## config.mk

```make
export PLATFORM = sky130hd
export DESIGN_NAME = pmfs_supervisor
export DESIGN_NICKNAME = d
export VERILOG_FILES = /design/src/pmfs_pkg.sv /design/src/pmfs_qual_timer.sv /design/src/pmfs_sample_sync.sv /design/src/pmfs_supervisor.sv
export SDC_FILE = /design/constraint.sdc
export NUM_CORES = 1
export LEC_CHECK = 0
export ABC_AREA = 1
export BUFFER_PORTS_ARGS = -buffer_cell sky130_fd_sc_hd__buf_4
export CAP_MARGIN = 5
export CORE_MARGIN = 5
export CORE_UTILIZATION = 50
export CTS_CLUSTER_DIAMETER = 100
export DETAILED_ROUTE_END_ITERATION = 7
export MAX_ROUTING_LAYER = met4
export PLACE_DENSITY = 0.66
export SLEW_MARGIN = 20
export SYNTH_ARGS = -nofsm -noshare
export SYNTH_HDL_FRONTEND = slang
export SYNTH_SLANG_ARGS = --single-unit
```

## constraint.sdc

```tcl
create_clock -name clock_i -period 3.89 [get_ports clock_i]
set_input_delay 0.778 -clock clock_i [delete_from_list [all_inputs] [get_ports clock_i]]
set_output_delay 0.778 -clock clock_i [all_outputs]
set_load 0.02 [all_outputs]
```

## src/pmfs_pkg.sv

```systemverilog
// Purpose: constants for the pfc mode and fault supervisor
// Assumes: adc codes are unsigned, full scale tied to the reference current
// Notes: thresholds are ratios of the reference code

package pmfs_pkg;
  localparam int ADC_W = 12;
  localparam int CLK_HZ = 125_000_000;
  // reference current code at nominal link voltage (129 uA)
  localparam int REF_UA = 129;
  localparam logic [11:0] REF_CODE = 12'h0_C00;
  localparam int STARTUP_ENTER_PCT = 90;
  localparam int STARTUP_EXIT_PCT = 100;
  localparam int OVP_TRIP_PCT = 105;
  localparam int BURST_PWR_PCT = 5;
  localparam int MAX_SWITCH_FREQUENCY_KHZ = 70;
  localparam int PERIOD_MIN_CYC = (CLK_HZ + MAX_SWITCH_FREQUENCY_KHZ * 1000 - 1) / (MAX_SWITCH_FREQUENCY_KHZ * 1000);
  localparam int BO_TIME_MS = 56;
  localparam int BO_CYC = CLK_HZ / 1000 * BO_TIME_MS;
  localparam int PEAK_DECAY_V = 5;
  localparam int LOOP_RESP_US = 150;
  localparam int LOOP_RESP_CYC = CLK_HZ / 1_000_000 * LOOP_RESP_US;
  localparam int SLEW_V_PER_US = 2;
  localparam int SAMPLE_NS = 1000;
  localparam int SAMPLE_CYC = CLK_HZ / 1_000_000_000 * SAMPLE_NS + SAMPLE_NS / 8;
  typedef enum logic [1:0] {PMFS_STARTUP, PMFS_NORMAL, PMFS_BURST, PMFS_STANDBY} pmfs_mode_t;
endpackage

```

## src/pmfs_qual_timer.sv

```systemverilog
// Purpose: qualification timer, fires when a condition holds long enough
// Assumes: cond_i is synchronous
// Notes: count restarts whenever the condition drops

`timescale 1ns/100ps
module pmfs_qual_timer #(
  parameter int LIMIT = 7_000_000
) (
  input wire logic clock_i,   // system clock
  input wire logic resetn_i,  // async reset, low
  input wire logic cond_i,    // condition to qualify
  output logic done_o         // held long enough
);
  logic [31:0] cnt_q;

  always_ff @(posedge clock_i or negedge resetn_i) begin
    if (!resetn_i) begin
      cnt_q <= 32'h0000_0000;
      done_o <= 1'b0;
    end else if (!cond_i) begin
      cnt_q <= 32'h0000_0000;
      done_o <= 1'b0;
    end else if (cnt_q >= 32'(LIMIT)) begin
      done_o <= 1'b1;
    end else begin
      cnt_q <= cnt_q + 32'h0000_0001;
    end
  end
endmodule

```

## src/pmfs_sample_sync.sv

```systemverilog
// Purpose: three-stage synchroniser for one adc word with its strobe
// Assumes: word is stable while the strobe toggles
// Notes: word captured when stages two and three agree on a toggle

`timescale 1ns/100ps
module pmfs_sample_sync #(
  parameter int W = 12
) (
  input wire logic clock_i,      // system clock
  input wire logic resetn_i,     // async reset, low
  input wire logic tog_i,        // sample toggle from adc
  input wire logic [W-1:0] d_i,  // sample word
  output logic [W-1:0] q_o,      // captured sample
  output logic stb_o             // new sample pulse
);
  logic [2:0] s_q;
  logic last_q;

  always_ff @(posedge clock_i or negedge resetn_i) begin
    if (!resetn_i) begin
      s_q <= 3'h0;
      last_q <= 1'b0;
      q_o <= '0;
      stb_o <= 1'b0;
    end else begin
      s_q <= {s_q[1:0], tog_i};
      stb_o <= 1'b0;
      if (s_q[1] == s_q[2] && s_q[2] != last_q) begin
        last_q <= s_q[2];
        q_o <= d_i;
        stb_o <= 1'b1;
      end
    end
  end
endmodule

```

## src/pmfs_supervisor.sv

```systemverilog
// Purpose: mode and protection supervisor of a pfc controller
// Assumes: adc words come from another domain with a toggle strobe each
// Notes: codes are ratios of the reference code, control law kept simple

`timescale 1ns/100ps
module pmfs_supervisor #(
  parameter int ADC_W = pmfs_pkg::ADC_W,
  parameter int BO_CYC = pmfs_pkg::BO_CYC,
  parameter logic [11:0] BO_LOW_CODE = 12'h0_300,   // lower brownout level
  parameter logic [11:0] BO_HIGH_CODE = 12'h0_380,  // upper brownout level
  parameter logic [11:0] OVP_HYST_CODE = 12'h0_01A, // overvoltage hysteresis
  parameter logic [11:0] DECAY_CODE = 12'h0_008,    // 5 V step in code
  parameter logic [15:0] HALF_LINE_CYC = 16'hF424   // half-line time in cycles
) (
  input wire logic clock_i,                    // 125 MHz clock
  input wire logic resetn_i,                   // async reset, low
  input wire logic fb_tog_i,                   // output sense sample toggle
  input wire logic [ADC_W-1:0] output_sense_current_input_i, // output sense code
  input wire logic ac_tog_i,                   // line sense sample toggle
  input wire logic [ADC_W-1:0] line_sense_current_input_i,   // line sense code
  output logic gate_o,                         // gate drive
  output logic [1:0] mode_o,                   // operating mode
  output logic brownout_o,                     // brownout active
  output logic ovp_o,                          // overvoltage stop active
  output logic loop_fault_o                    // loop fault active
);
  // ==========================================================
  // sample capture
  logic [ADC_W-1:0] fb_s, ac_s;
  logic fb_stb, ac_stb;

  pmfs_sample_sync #(.W(ADC_W)) u_fb (
    .clock_i(clock_i),
    .resetn_i(resetn_i),
    .tog_i(fb_tog_i),
    .d_i(output_sense_current_input_i),
    .q_o(fb_s),
    .stb_o(fb_stb)
  );

  pmfs_sample_sync #(.W(ADC_W)) u_ac (
    .clock_i(clock_i),
    .resetn_i(resetn_i),
    .tog_i(ac_tog_i),
    .d_i(line_sense_current_input_i),
    .q_o(ac_s),
    .stb_o(ac_stb)
  );

  // ==========================================================
  // measured output, slew limited when falling, follows a rise at once
  logic [ADC_W-1:0] vout_q;
  localparam logic [11:0] SLEW_STEP = 12'h0_004;

  always_ff @(posedge clock_i or negedge resetn_i) begin
    if (!resetn_i) begin
      vout_q <= '0;
    end else if (fb_stb) begin
      // widened so a code near full scale cannot wrap the compare
      if ({1'b0, fb_s} + {1'b0, SLEW_STEP} < {1'b0, vout_q}) begin
        vout_q <= vout_q - SLEW_STEP;
      end else begin
        vout_q <= fb_s;
      end
    end
  end

  // ==========================================================
  // line peak hold with limited decay
  // held peak follows a new maximum at once unless its strobe lands on a half-line end, falls only at half-line ends
  logic [ADC_W-1:0] peak_q, hmax_q;
  logic [15:0] half_q;
  logic half_end;
  assign half_end = (half_q >= HALF_LINE_CYC);

  always_ff @(posedge clock_i or negedge resetn_i) begin
    if (!resetn_i) begin
      half_q <= 16'h0000;
    end else if (half_end) begin
      half_q <= 16'h0000;
    end else begin
      half_q <= half_q + 16'h0001;
    end
  end

  always_ff @(posedge clock_i or negedge resetn_i) begin
    if (!resetn_i) begin
      hmax_q <= '0;
      peak_q <= '0;
    end else if (half_end) begin
      hmax_q <= '0;
      if (hmax_q >= peak_q) begin
        peak_q <= hmax_q;
      end else if (peak_q - hmax_q > DECAY_CODE) begin
        peak_q <= peak_q - DECAY_CODE;
      end else begin
        peak_q <= hmax_q;
      end
    end else if (ac_stb && ac_s > hmax_q) begin
      hmax_q <= ac_s;
      if (ac_s > peak_q) begin
        peak_q <= ac_s;
      end
    end
  end

  // ==========================================================
  // brownout qualification
  // entry timer restarts whenever the held peak climbs back over the level
  logic bo_enter, bo_exit;

  pmfs_qual_timer #(.LIMIT(BO_CYC)) u_bo_lo (
    .clock_i(clock_i),
    .resetn_i(resetn_i),
    .cond_i(!brownout_o && peak_q < BO_LOW_CODE),
    .done_o(bo_enter)
  );

  pmfs_qual_timer #(.LIMIT(BO_CYC)) u_bo_hi (
    .clock_i(clock_i),
    .resetn_i(resetn_i),
    .cond_i(brownout_o && peak_q > BO_HIGH_CODE),
    .done_o(bo_exit)
  );

  always_ff @(posedge clock_i or negedge resetn_i) begin
    if (!resetn_i) begin
      brownout_o <= 1'b0;
    end else if (bo_enter) begin
      brownout_o <= 1'b1;
    end else if (bo_exit) begin
      brownout_o <= 1'b0;
    end
  end

  // ==========================================================
  // overvoltage and loop protection
  // thresholds worked at full integer width, a 14-bit product would wrap
  localparam logic [13:0] TRIP14 =
    14'(pmfs_pkg::REF_CODE * pmfs_pkg::OVP_TRIP_PCT / 100);
  localparam logic [13:0] LO14 =
    14'(pmfs_pkg::REF_CODE * pmfs_pkg::STARTUP_ENTER_PCT / 100);
  localparam logic [13:0] HI14 =
    14'(pmfs_pkg::REF_CODE * pmfs_pkg::STARTUP_EXIT_PCT / 100);
  // light-load bound: reference share over sixteen, scaled by the power percent
  localparam logic [19:0] LIGHT20 =
    20'(pmfs_pkg::REF_CODE * pmfs_pkg::BURST_PWR_PCT / 16);
  // set terms tested first, so a trip and a clear together leave the flag set
  logic [13:0] ovp_trip;
  assign ovp_trip = TRIP14;

  always_ff @(posedge clock_i or negedge resetn_i) begin
    if (!resetn_i) begin
      ovp_o <= 1'b0;
    end else if ({2'b00, fb_s} > ovp_trip) begin
      ovp_o <= 1'b1;
    end else if ({2'b00, fb_s} + {2'b00, OVP_HYST_CODE} < ovp_trip) begin
      ovp_o <= 1'b0;
    end
  end

  always_ff @(posedge clock_i or negedge resetn_i) begin
    if (!resetn_i) begin
      loop_fault_o <= 1'b0;
    end else if (vout_q < ac_s) begin
      loop_fault_o <= 1'b1;
    end else if (fb_s >= ac_s && vout_q > peak_q) begin
      loop_fault_o <= 1'b0;
    end
  end

  // ==========================================================
  // mode selection
  pmfs_pkg::pmfs_mode_t mode_q;
  logic [13:0] v14, lo90, hi100;
  assign v14 = {2'b00, vout_q};
  assign lo90 = LO14;
  assign hi100 = HI14;

  // power estimate: error below reference scaled, light load only at zero error, output at or over reference
  logic [ADC_W-1:0] err;
  logic light;
  assign err = (pmfs_pkg::REF_CODE > vout_q) ? pmfs_pkg::REF_CODE - vout_q : '0;
  assign light = ({8'h00, err} * 20'd100 < LIGHT20)
    && vout_q >= pmfs_pkg::REF_CODE;

  always_ff @(posedge clock_i or negedge resetn_i) begin
    if (!resetn_i) begin
      mode_q <= pmfs_pkg::PMFS_STARTUP;
    end else begin
      case (mode_q)
        pmfs_pkg::PMFS_STARTUP: begin
          if (brownout_o) begin
            mode_q <= pmfs_pkg::PMFS_STANDBY;
          end else if (v14 >= hi100) begin
            mode_q <= pmfs_pkg::PMFS_NORMAL;
          end
        end
        pmfs_pkg::PMFS_NORMAL, pmfs_pkg::PMFS_BURST: begin
          if (brownout_o) begin
            mode_q <= pmfs_pkg::PMFS_STANDBY;
          end else if (v14 < lo90) begin
            mode_q <= pmfs_pkg::PMFS_STARTUP;
          end else if (half_end) begin
            mode_q <= light ? pmfs_pkg::PMFS_BURST : pmfs_pkg::PMFS_NORMAL;
          end
        end
        default: begin
          if (!brownout_o) begin
            mode_q <= pmfs_pkg::PMFS_NORMAL;
          end
        end
      endcase
    end
  end

  // burst gating per whole half-line period
  logic burst_off_q;
  always_ff @(posedge clock_i or negedge resetn_i) begin
    if (!resetn_i) begin
      burst_off_q <= 1'b0;
    end else if (mode_q != pmfs_pkg::PMFS_BURST) begin
      burst_off_q <= 1'b0;
    end else if (half_end) begin
      burst_off_q <= !burst_off_q;
    end
  end

  // ==========================================================
  // switching cycle generator
  logic [15:0] cyc_q, period, ton;
  logic [15:0] minp;
  assign minp = 16'(pmfs_pkg::PERIOD_MIN_CYC);
  // period shortest at line peak, longest near the trough
  assign period = minp + 16'({4'h0, ~ac_s} >> 2);
  // start-up: on-time fixed for constant peak current; normal: error driven
  assign ton = (mode_q == pmfs_pkg::PMFS_STARTUP) ? (minp >> 1)
    : 16'(({4'h0, err} >> 4) + 16'h0004);

  always_ff @(posedge clock_i or negedge resetn_i) begin
    if (!resetn_i) begin
      cyc_q <= 16'h0000;
    end else if (cyc_q + 16'h0001 >= period) begin
      cyc_q <= 16'h0000;
    end else begin
      cyc_q <= cyc_q + 16'h0001;
    end
  end

  logic enable;
  assign enable = !brownout_o && !ovp_o && !loop_fault_o && !burst_off_q
    && mode_q != pmfs_pkg::PMFS_STANDBY;

  // a pulse only starts at the head of a switching cycle; a pulse cut by a
  // fault is not restarted later in the same cycle, so the rate limit holds
  logic pulse_start, pulse_keep;
  assign pulse_start = (cyc_q == 16'h0000);
  assign pulse_keep = gate_o && (cyc_q < ton);

  always_ff @(posedge clock_i or negedge resetn_i) begin
    if (!resetn_i) begin
      gate_o <= 1'b0;
    end else if (!enable) begin
      gate_o <= 1'b0;
    end else if (cyc_q >= period - 16'h0001) begin
      gate_o <= 1'b0;
    end else begin
      gate_o <= pulse_start || pulse_keep;
    end
  end

  // ==========================================================
  // mode report, one cycle behind the mode register
  always_ff @(posedge clock_i or negedge resetn_i) begin
    if (!resetn_i) begin
      mode_o <= 2'h0;
    end else begin
      mode_o <= mode_q;
    end
  end
endmodule

```

Yosys cells after proc, flatten, opt, wreduce, memory -nomap -nowiden

Cells that the tools add are included.

Register bits after elaboration: 177
Input bits: 28
Output and inout bits: 6

$add $sub $neg: 13
Multipliers: 1
$lt $le $gt $ge: 23
Eq/ne operators: 15
Multiplexer cells: 40
Bitwise operators: 1
Reductions and logical operators: 28

Operators with widths:

| kind                     | count |
|---|---|
| $mux W32                 | 4 |
| $mux W12                 | 9 |
| $add A32 B1 Y32 const B  | 2 |
| $ge A32 B23 Y1 const B   | 2 |
| $gt A12 B12 Y1           | 3 |
| $add A16 B1 Y16 const B  | 2 |
| $mux W16                 | 2 |
| $ge A12 B12 Y1           | 2 |
| $ge A12 B12 Y1 const B   | 2 |
| $lt A19 B10 Y1 const B   | 1 |
| $mul A12 B5 Y17 const B  | 1 |
| $ge A16 B12 Y1           | 1 |
| $ge A16 B16 Y1           | 1 |
| $ge A16 B16 Y1 const B   | 1 |
| $logic_not A16 Y1        | 1 |
| $lt A16 B10 Y1           | 1 |
| $mux W1                  | 16 |
| $mux W2                  | 7 |
| $add A12 B3 Y13 const B  | 1 |
| $add A12 B5 Y13 const B  | 1 |
| $lt A13 B12 Y1           | 1 |
| $lt A13 B12 Y1 const B   | 1 |
| $sub A12 B1 Y13 const B  | 1 |
| $add A11 B10 Y12 const A | 1 |
| other kinds (31)         | 57 |

Logic depth before layout (Yosys ltp)

Gate-level depths: netlist (run 1).

Depth in word-level cells: 10
Depth in mapped cells: 28
Depth with buffers taken out: 28

By module

Synthesis (run 1) repeated with hierarchy kept, for this count alone.

Cell total of the unflattened synthesis: 2123
Area, all modules: 15135.8 um2

Modules (own cells, without submodules):

| module           | instances | cells each | area an instance (um2) | seq. area each (um2) |
|---|---|---|---|---|
| pmfs_supervisor  | 1         | 1407       | 9658.0                 | 1926.8 |
| pmfs_qual_timer  | 2         | 296        | 2038.2                 | 825.8 |
| pmfs_sample_sync | 2         | 62         | 700.7                  | 425.4 |

Worst setup path after synthesis (run 1)

OpenSTA, ideal clock, no wires.

Path type: register to register
From: register vout_q[2]
To: register mode_q[0]
Library setup time: 121 ps
Arrival: 3935 ps
Required time: 3769 ps
Slack: -166 ps
Cell stages (with the launch flop): 28
Buffers on the path: 0
Period minus slack after synthesis: 4056 ps
Path through: dfrtp_1 > inv_1 > ha_1 > nand2_1 > nor2_1 > inv_1 > nor2_1 > inv_1 > o211ai_1 > inv_1 > ha_1 > ha_1 > fa_1 > ha_1 > inv_1 > o21ai_0 > nor2_1 > nand2_1 > nand2_1 > nand2_1 > nor2_1 > nand2_1 > nor2_1 > nand2_1 > nand2_1 > nand2_1 > nand2_1 > a21oi_1

Word-level cells in the longest chain between the ends: 10
Elaborated cells between the ends (all ways): 17

Ends and longest elaborated chain:

| item                                               | RTL line               | RTL |
|---|---|---|
| start, declared                                    | pmfs_supervisor.sv:52  | `logic [ADC_W-1:0] vout_q;` |
| start signal, assigned                             | pmfs_supervisor.sv:61  | `vout_q <= vout_q - SLEW_STEP;` |
| start signal, assigned                             | pmfs_supervisor.sv:63  | `vout_q <= fb_s;` |
| $sub A12 B12 Y12 or $gt A12 B12 Y1 (tied branches) | pmfs_supervisor.sv:183 | `assign err = (pmfs_pkg::REF_CODE > vout_q) ? pmfs_pkg::REF_CODE - vout_q : '0;` |
| $mux W12                                           | pmfs_supervisor.sv:183 |  |
| $mul A12 B5 Y17                                    | pmfs_supervisor.sv:184 | `assign light = ({8'h00, err} * 20'd100 < LIGHT20)` |
| $lt A19 B10 Y1                                     | pmfs_supervisor.sv:184 |  |
| $logic_and A1 B1 Y1                                | pmfs_supervisor.sv:185 | `&& vout_q >= pmfs_pkg::REF_CODE;` |
| $mux W2                                            | pmfs_supervisor.sv:205 | `mode_q <= light ? pmfs_pkg::PMFS_BURST : pmfs_pkg::PMFS_NORMAL;` |
| $mux W2                                            | pmfs_supervisor.sv:204 | `end else if (half_end) begin` |
| $mux W2                                            | pmfs_supervisor.sv:202 | `end else if (v14 < lo90) begin` |
| $mux W2                                            | pmfs_supervisor.sv:200 | `if (brownout_o) begin` |
| $pmux W2 S2                                        | pmfs_supervisor.sv:191 | `case (mode_q)` |
| end signal, assigned                               | pmfs_supervisor.sv:201 | `mode_q <= pmfs_pkg::PMFS_STANDBY;` |
| end signal, assigned                               | pmfs_supervisor.sv:203 | `mode_q <= pmfs_pkg::PMFS_STARTUP;` |
| end signal, assigned                               | pmfs_supervisor.sv:205 |  |
| end, declared                                      | pmfs_supervisor.sv:174 | `pmfs_pkg::pmfs_mode_t mode_q;` |

Several ways; a longest one is shown, not always the timed one. The select of a mux whose other input is x is not followed.
A chain may end at the register's enable or synchronous reset.

Final worst setup path (run 1)

Ends and elaborated chain as after synthesis.

==> flow_summary.ini, run 1 <==
[outcome]
run_status = finished, final reports clean

[global_routing]
gr-usage-all-layers_pct = 23.7
antenna_violations_before_repair = 0
grt_pass1_wl_mm = 59.7
grt_pass1_vias = 12100
pin_count_of_the_biggest_net_entering_global_routing = 82
grt.overflow.total = 0

[critical_path]
r2r.worst_path.cells = 27
critPathCaptureType = flip-flop
path_max_fanout = 4
startpoint_type = flip-flop
worstSetupPathType = reg2reg
worst-r2r-setup-slack_ns = 0.10
worst-endpoint-required_ns = 4.23
critical_path_arrival_ns = 4.13

[timing]
fmax_mhz = 264
count_of_final_setup_violators = 0
actual_transition_at_the_worst_max_transition_pin_ns = 0.819
final-hold-violation-count = 0
slew_viol_final = 0
fin_ws_ns = 0.103
rsz0062_at_grt = true
maxSlewHeadroom_pct = 45.4
fin_clk_skew_ns = 0.0181
final_period_minus_worst_setup_slack_ns = 3.79
timing.final.crit_share_pct = 97.4

[logic_synthesis]
number_of_cells_produced_by_synthesis = 1956
postSynthAreaPerCell_um2 = 7.27
synth.top_cells.by_count = nand2_1, inv_1, nor2_1, ha_1, dfrtp_1
synth_seq_cells = 177
yosys.area_share.xor_xnor_pct = 3.57
synth.yosys.warnings = 0
synth_flop_cell = dfrtp_1
synth_top_area_share_pct = 31.2
synth.most_common_cell = nand2_1
synth-seq-area-share_pct = 31.2
synthAdderAreaFrac_pct = 17.1
synth-compound-area-share_pct = 11.9
synth_enable_flop_cells = 0
cell_area_after_synthesis_mm2 = 0.0142
synth_area_leader_cell = dfrtp_1
synth.distinct_cells = 56
combinational_family_with_the_most_area_after_synthesis = simple AND/OR/NAND/NOR gates
async_reset_ff_share_pct = 100
muxShareOfSynthArea_pct = 0
post_synth_main_area_contributors = dfrtp_1, ha_1, nand2_1
post_synth_and_or_nand_nor_area_fraction_pct = 27.2

[routing]
wirelength_mm = 35.8
drt_iter0_markers = 888
detail_route.drc_violations = 0
vias_per_cell = 5.31
postRouteAntennaNets = 0
avg_wl_per_cell_um = 14.7
routed-via-count = 12900
firstDrtPassIters = 5

[clock_network]
clk_path_buf_depth = 2
cts.root.buffer_cell = clkbuf_16
worst_skew_pair.late_latency_ns = 0.46
cts.sinks = 177
tritoncts = built
worst_setup_hold_path_clk_slew_ns = 0.08
cts-htree-levels = 4
numCtsBuffers = 17

[placed_design]
place_area_mm2 = 0.0153
gp_congestion = 0.923
port_buffers = 33
dp_hpwl_mm = 27.7
dpl_worst_slack_ns = -0.146
place_inst = 2395

[layout]
fin_util_pct = 58.3
design_area_final_mm2 = 0.0163
final_layout_size_suffix_gt1_share_pct = 12.4
area.sequential_mm2 = 0.00443
layout-area-overhead-vs-synth_pct = 14.6
antenna-diode-count = 0
stdcell_count = 2433
area_used_by_multi_input_combinational_logic_mm2 = 0.00897
finish.net_count = 2259
layout.filler_cells = 2660

[die]
fp.dieW_um = 179
initial_core_util_pct = 50.9
core_area_mm2 = 0.0279
design.die.area_mm2 = 0.0319
placement_rows = 61
ioPinCount = 34
die_height_um = 179

[run]
drv_cap = 0

[worst_hold_path]
timing.hold.worst.class = in2async
## layout make-up
type	instances	area share (%)
Clock buffer	17	2.61
Clock inverter	15	0.837
Inverter	303	6.98
Multi-Input combinational cell	1450	55.0
Sequential cell	177	27.2
Tap cell	378	2.90
Timing Repair Buffer	93	4.42
## flip-flops by register name, indices dropped and copies added (netlist names), 2 cells and up
name and flops:
u_fb.s_q 3, u_ac.s_q 3, half_q 16, vout_q 12, mode_o 2, u_fb.q_o 12, mode_q 2, u_ac.q_o 12
peak_q 12, u_bo_lo.cnt_q 32, u_bo_hi.cnt_q 32, hmax_q 12, cyc_q 16
## per-stage QoR
step,setup TNS [ns],hold WS (ns)
floorplan,0,0.331
global placement,-0.110,0.341
detailed placement,-0.217,0.337
CTS,0,0.359
global route,-0.267,0.374
finish,0,0.351
## layer usage
metal | routed length [um] | global-route usage [%] | share of wire [%] | vias to the layer above
met2 | 16200 | 36.4 | 45 | 247
li1 | - | - | - | 6592
met1 | 17200 | 32.7 | 48 | 6023
met3 | 1380 | 3.12 | 3.8 | 56
met5 | 0 | - | 0 | -
met4 | 1050 | 7.90 | 2.9 | 0
## cells in the final DEF (no fill, tap or decap), drive strengths merged, types with 8 or more instances in the layout
master,count
nand2,411
inv,310
nor2,232
ha,181
dfrtp,177
nand3,123
a21oi,121
o21ai,119
buf,92
nor3,60
xor2,48
nand4,41
o31ai,18
clkbuf,18
nor4,15
xnor2,9
o211ai,8
fa,8
conb,8
or2,8
clkinv,8
## critical path: stages (launching register included)
cell and delay [ns]:
dfrtp_2 0.44, inv_2 0.08, ha_4 0.14, nand2_4 0.06, nor2_4 0.11, inv_2 0.05, nor2_4 0.13, inv_2 0.06
o211ai_1 0.25, inv_1 0.14, ha_4 0.30, ha_4 0.19, fa_1 0.47, ha_4 0.33, nand2_4 0.06, buf_4 0.13
nor2_2 0.10, nand2_2 0.08, nand2_1 0.06, nand2_1 0.05, nand2_1 0.05, nand2_1 0.05, nor2_1 0.08, nand2_1 0.07
nand2_1 0.06, nand2_1 0.05, nand2_1 0.08, a21oi_2 0.05
## what timing repair did
item / 4_1_cts / 5_1_grt
setup endpoints to repair: 2 / 2
setup buffers: 4 / 3
pin swaps: 7 / 44
gates resized for setup: 14 / 84
hold buffers: 0 / 0
## final timing paths
check | start | to
setup reg to reg | vout_q[2]$_DFFE_PN0P_ | mode_q[0]$_DFFE_PN0P_
min in group clock_i | u_fb.s_q[0]$_DFF_PN0_ | u_fb.s_q[1]$_DFF_PN0_
max in group asynchronous | resetn_i | u_fb.q_o[8]$_DFFE_PN0P_
setup / recovery | vout_q[2]$_DFFE_PN0P_ | mode_q[0]$_DFFE_PN0P_
hold / removal | resetn_i | u_bo_lo.cnt_q[10]$_DFFE_PN0P_
hold reg to reg | u_fb.s_q[0]$_DFF_PN0_ | u_fb.s_q[1]$_DFF_PN0_
## kinds of logic (layout without fill, tap and decap cells)
kind of cell / Yosys count / after routing
AO/OA/AOI/OAI: 301 / 301
XOR/XNOR: 57 / 57
adder cells (fa/ha/maj): 189 / 189
buffers and inverters: 335 / 428
flip-flops: 177 / 177
other: 2 / 8
AND/OR/NAND/NOR: 895 / 895
Power of run 1 is left out: the tool's default activity adds up to more than one toggle a clock period on the data nets, which glitch-free logic cannot reach.
==> run 2, diff against run 1 <==
--- a/config.mk
+++ b/config.mk
@@ -11,9 +11,10 @@
 export CORE_MARGIN = 5
 export CORE_UTILIZATION = 50
 export CTS_CLUSTER_DIAMETER = 100
+export CTS_CLUSTER_SIZE = 25
 export DETAILED_ROUTE_END_ITERATION = 7
 export MAX_ROUTING_LAYER = met4
-export PLACE_DENSITY = 0.66
+export PLACE_DENSITY_LB_ADDON = 0.08
 export SLEW_MARGIN = 20
 export SYNTH_ARGS = -nofsm -noshare
 export SYNTH_HDL_FRONTEND = slang
==> constraint.sdc (replaced) <==
create_clock -name clock_i -period 3.8 [get_ports clock_i]
set_input_delay 0.76 -clock clock_i [delete_from_list [all_inputs] [get_ports clock_i]]
set_output_delay 0.76 -clock clock_i [all_outputs]
set_load 0.02 [all_outputs]
==> flow_summary.ini, run 2 (synthesis results as in run 1) <==
[outcome]
run_status = complete, but fails checks
violations_in_the_final_reports = setup timing

[clock_network]
tritoncts = built
cts-htree-levels = 4
numCtsBuffers = 17
worst_setup_hold_path_clk_slew_ns = 0.07
cts.root.buffer_cell = clkbuf_16
worst_skew_pair.late_latency_ns = 0.46
clk_path_buf_depth = 2
postCtsHoldBufs = 0
cts.sinks = 177

[routing]
avg_wl_per_cell_um = 14.6
firstDrtPassIters = 5
detail_route.drc_violations = 0
routed-via-count = 12800
postRouteAntennaNets = 0
drt_iter0_markers = 815
vias_per_cell = 5.25
wirelength_mm = 35.8

[timing]
fin_ws_ns = -0.0317
rsz0062_at_grt = true
holdWs_ns = 0.353
maxSlewHeadroom_pct = 44.9
setup_total_negative_slack_ns = -0.0317
slew_viol_final = 0
fin_clk_skew_ns = 0.0194
actual_transition_at_the_worst_max_transition_pin_ns = 0.827
timing.final.crit_share_pct = 101
fmax_mhz = 261
final-hold-violation-count = 0
final_period_minus_worst_setup_slack_ns = 3.83
count_of_final_setup_violators = 1

[critical_path]
worstSetupPathType = reg2reg
worst-endpoint-required_ns = 4.17
critical_path_arrival_ns = 4.20
reg2reg_to = mode_q[0]$_DFFE_PN0P_
startpoint_type = flip-flop
worst_path_most_repeated_cell = nand2_1
path_max_fanout = 4
r2r.worst_path.cells = 28
critPathMaxStageDelay_ns = 0.47
critical_path.startpoint = vout_q[2]$_DFFE_PN0P_
critPathCaptureType = flip-flop
worst-r2r-setup-slack_ns = -0.03
cp_slowest_cell = fa_1
r2r-start = vout_q[2]$_DFFE_PN0P_

[die]
core_area_mm2 = 0.0279
ioPinCount = 34
initial_core_util_pct = 50.9
design.die.area_mm2 = 0.0319
fp.dieW_um = 179
die_height_um = 179
placement_rows = 61

[layout]
stdcell_count = 2447
layout-area-overhead-vs-synth_pct = 15.2
antenna-diode-count = 0
final_layout_size_suffix_gt1_share_pct = 12.1
design_area_final_mm2 = 0.0164
layout.filler_cells = 2662
commonest_non_fill_non_tap_cell_in_the_layout = nand2_1
area.sequential_mm2 = 0.00443
area_used_by_multi_input_combinational_logic_mm2 = 0.00890
finish.net_count = 2273
biggestRegsByFlops = u_bo_hi.cnt_q: 32 flops, u_bo_lo.cnt_q: 32 flops
final_cell_mix = nand2_1, inv_1, nor2_1

[power_and_ir_drop]
ir_worst_vdd_mv = 0.862
total_leakage_power_nw = 8.00
post-layout-total-power_w = 0.0172
power-per-cell-area_mw_per_mm2 = 1050

[worst_hold_path]
min_delay_path_depth = 0
timing.hold.worst.class = reg2reg
hp-start = u_ac.s_q[0]$_DFF_PN0_
min_to = u_ac.s_q[1]$_DFF_PN0_

[placed_design]
place_area_mm2 = 0.0154
dp_hpwl_mm = 27.5
port_buffers = 33
place_inst = 2406
gp_congestion = 0.909

[global_routing]
antenna_violations_before_repair = 0
grt_use_met2_pct = 40.1
grt_pass1_wl_mm = 61.0
top_usage_layer = met2
gr-usage-all-layers_pct = 24.2
grt_pass1_vias = 12500
globalRouteMet1Util_pct = 31.5
grt.overflow.total = 0
pin_count_of_the_biggest_net_entering_global_routing = 91
grt.met3_usage_pct = 3.31

[run]
drv_cap = 0
==> run 2: final cells by class <==
cell class	count	area share, %
repair buffers	107	5.05
flip-flops and latches	177	27.1
clock buffers	18	2.68
clock inverters	14	0.940
multi-input cells	1450	54.4
well taps	378	2.89
inverters	303	6.98
==> run 2: how the worst max path moves through the flow <==
stage                             to  slack (ns)  cells past startpoint
2_1_floorplan  mode_q[0]$_DFFE_PN0P_       0.008                     24
3_3_place_gp   mode_q[0]$_DFFE_PN0P_       -0.22                     25
3_5_place_dp   mode_q[0]$_DFFE_PN0P_       -0.25                     25
4_1_cts        mode_q[0]$_DFFE_PN0P_       -0.07                     28
5_1_grt        mode_q[0]$_DFFE_PN0P_       -0.32                     29
6_report       mode_q[0]$_DFFE_PN0P_       -0.03                     28
==> run 2: through the flow <==
| stage | utilization [%] | setup slack, ns |
|---|---|---|
| global placement | 55.0 | -0.222 |
| detailed placement | 55.0 | -0.246 |
| global route | 58.6 | -0.325 |
| floorplan | - | 0.00836 |
| CTS | 57.9 | -0.0717 |
| finish | 58.6 | -0.0317 |
==> run 2: critical path, delay by kind of cell, from the launching register on <==
kind	cells	cell delay, ns
simple gates	15	0.98
fa+ha+maj	5	1.42
buf+inv	5	0.39
flops	1	0.45
compound gates	3	0.49
==> run 2: power by group <==
part	leakage (nW)	internal [W]	switching (W)	total (W)
Sequential	2.32	0.00218	0.000378	0.00256
Clock	0.288	0.000901	0.000884	0.00178
Combinational	5.40	0.00562	0.00724	0.0129
Total	8.00	0.00870	0.00850	0.0172
==> run 2: metal layers <==
layer	vias up	part of all wire (%)
met5	-	0
met2	183	48
met1	5993	48
met3	46	2.9
li1	6621	-
met4	0	1.8
==> run 2: timing repair <==
action	in CTS	in global routing
endpoints found under the setup margin	2	2
buffers inserted	7	2
gates resized for setup	27	50
pin swaps	15	31
Power figures use the tool's default switching activity.
==> run 3, diff against run 2 <==
--- a/config.mk
+++ b/config.mk
@@ -15,6 +15,7 @@
 export DETAILED_ROUTE_END_ITERATION = 7
 export MAX_ROUTING_LAYER = met4
 export PLACE_DENSITY_LB_ADDON = 0.08
+export SETUP_SLACK_MARGIN = 0.5
 export SLEW_MARGIN = 20
 export SYNTH_ARGS = -nofsm -noshare
 export SYNTH_HDL_FRONTEND = slang
==> flow_summary.ini, run 3 (synthesis results as in run 1) <==
[clock_network]
clk_path_buf_depth = 2
cts.root.buffer_cell = clkbuf_16
worst_setup_hold_path_clk_slew_ns = 0.08
postCtsHoldBufs = 0
cts.sinks = 177
numCtsBuffers = 17
cts-htree-levels = 4
tritoncts = built
worst_skew_pair.late_latency_ns = 0.44

[critical_path]
worst_path_most_repeated_cell = nand2_1
r2r-start = vout_q[2]$_DFFE_PN0P_
cp_slowest_cell = fa_1
r2r.worst_path.cells = 28
worstSetupPathType = reg2reg
critPathMaxStageDelay_ns = 0.52
critPathCaptureType = flip-flop
worst-r2r-setup-slack_ns = -0.19
worst-endpoint-required_ns = 4.12
critical_path_arrival_ns = 4.31
startpoint_type = flip-flop
path_max_fanout = 4
reg2reg_to = mode_q[0]$_DFFE_PN0P_

[routing]
routed-via-count = 12700
detail_route.drc_violations = 0
vias_per_cell = 5.21
drt_iter0_markers = 865
avg_wl_per_cell_um = 14.7
firstDrtPassIters = 5
postRouteAntennaNets = 0
wirelength_mm = 35.9

[die]
initial_core_util_pct = 50.9
placement_rows = 61
design.die.area_mm2 = 0.0319
ioPinCount = 34
core_area_mm2 = 0.0279
fp.dieW_um = 179
die_height_um = 179

[layout]
layout.filler_cells = 2624
final_layout_size_suffix_gt1_share_pct = 11.5
layout-area-overhead-vs-synth_pct = 15.1
finish.net_count = 2269
biggestRegsByFlops = u_bo_hi.cnt_q: 32 flops, u_bo_lo.cnt_q: 32 flops
antenna-diode-count = 0
final_cell_mix = nand2_1, inv_1, nor2_1
commonest_non_fill_non_tap_cell_in_the_layout = nand2_1
design_area_final_mm2 = 0.0164
stdcell_count = 2443

[placed_design]
port_buffers = 33
place_area_mm2 = 0.0154
dp_hpwl_mm = 27.9
gp_congestion = 0.893
place_inst = 2406

[timing]
actual_transition_at_the_worst_max_transition_pin_ns = 0.780
fmax_mhz = 251
fin_clk_skew_ns = 0.0195
final_period_minus_worst_setup_slack_ns = 3.99
maxSlewHeadroom_pct = 47.9
slew_viol_final = 0
count_of_final_setup_violators = 2
final-hold-violation-count = 0
fin_ws_ns = -0.190
timing.final.crit_share_pct = 105
rsz0062_at_grt = true

[power_and_ir_drop]
total_leakage_power_nw = 8.00
ir_worst_vdd_mv = 1.14
power-per-cell-area_mw_per_mm2 = 1030

[global_routing]
grt.overflow.total = 0
antenna_violations_before_repair = 0
grt_pass1_wl_mm = 61.0
gr-usage-all-layers_pct = 24.2
grt_pass1_vias = 12500
pin_count_of_the_biggest_net_entering_global_routing = 78

[worst_hold_path]
timing.hold.worst.class = in2async

[outcome]
run_status = complete, but fails checks
violations_in_the_final_reports = setup timing

[run]
drv_cap = 0
## run 3: changes by cell type in the layout (fill, tap and decap cells not counted), sizes merged
| cell | before | now |
|---|---|---|
| clkinv | 7 | 10 |
| bufinv | 0 | 2 |
| inv | 309 | 305 |
| buf | 106 | 102 |
| clkbuf | 19 | 18 |
## run 3: how the worst max path moves through the flow
stage,from,end,slack [ns],depth (start not counted)
floorplan,vout_q[2]$_DFFE_PN0P_,mode_q[0]$_DFFE_PN0P_,0.06,27
global placement,vout_q[2]$_DFFE_PN0P_,mode_q[0]$_DFFE_PN0P_,-0.19,27
detailed placement,vout_q[2]$_DFFE_PN0P_,mode_q[0]$_DFFE_PN0P_,-0.32,27
CTS,vout_q[2]$_DFFE_PN0P_,mode_q[0]$_DFFE_PN0P_,-0.25,28
global route,vout_q[2]$_DFFE_PN0P_,mode_q[0]$_DFFE_PN0P_,-0.43,28
finish,vout_q[2]$_DFFE_PN0P_,mode_q[0]$_DFFE_PN0P_,-0.19,28
## run 3: report_power, final
group          switching (W)  internal, W
registers           0.000368      0.00218
clock network       0.000926      0.00103
logic                0.00705      0.00530
total                0.00834      0.00851
## run 3: critical path: cells and delay by family, from the launching register on
kind                       cells  cell delay [ns]
buffers and inverters          6             0.52
DFF                            1             0.44
AOI/OAI and AO/OA              3             0.38
and+or+nand+nor               14             1.19
adders and majority gates      5             1.36
## run 3: metrics by stage
stage               util, %  hold slack, ns  power, W  setup TNS, ns  setup WS (ns)
floorplan                 -           0.331    0.0102              0         0.0580
global placement       55.1           0.337    0.0134         -0.305         -0.189
detailed placement     55.1           0.336    0.0135         -0.517         -0.318
CTS                    57.8           0.359    0.0160         -0.342         -0.249
global route           58.5           0.362    0.0188         -0.704         -0.428
finish                 58.5           0.335    0.0169         -0.227         -0.190
## run 3: cell type report
class | instances | area [um^2] | share of cell area, %
multi-input combinational | 1450 | 8850 | 54.1
sequential | 177 | 4430 | 27.1
inverter | 303 | 1140 | 6.97
timing repair buffer | 103 | 796 | 4.87
tap | 378 | 473 | 2.89
clock buffer | 17 | 425 | 2.60
clock inverter | 15 | 233 | 1.42
## run 3: routing by layer
| layer | up-vias | wire length (um) | track usage [%] |
|---|---|---|---|
| li1 | 6619 | - | - |
| met1 | 5778 | 17400 | 33.1 |
| met2 | 278 | 16100 | 38.1 |
| met3 | 51 | 1650 | 2.99 |
| met4 | 0 | 842 | 7.10 |
| met5 | - | 0 | - |
## run 3: timing repair
action / CTS / global route
pin swaps: 18 / 23
endpoints found under the setup margin: 2 / 27
gates resized for setup: 19 / 38
setup buffers: 1 / 4
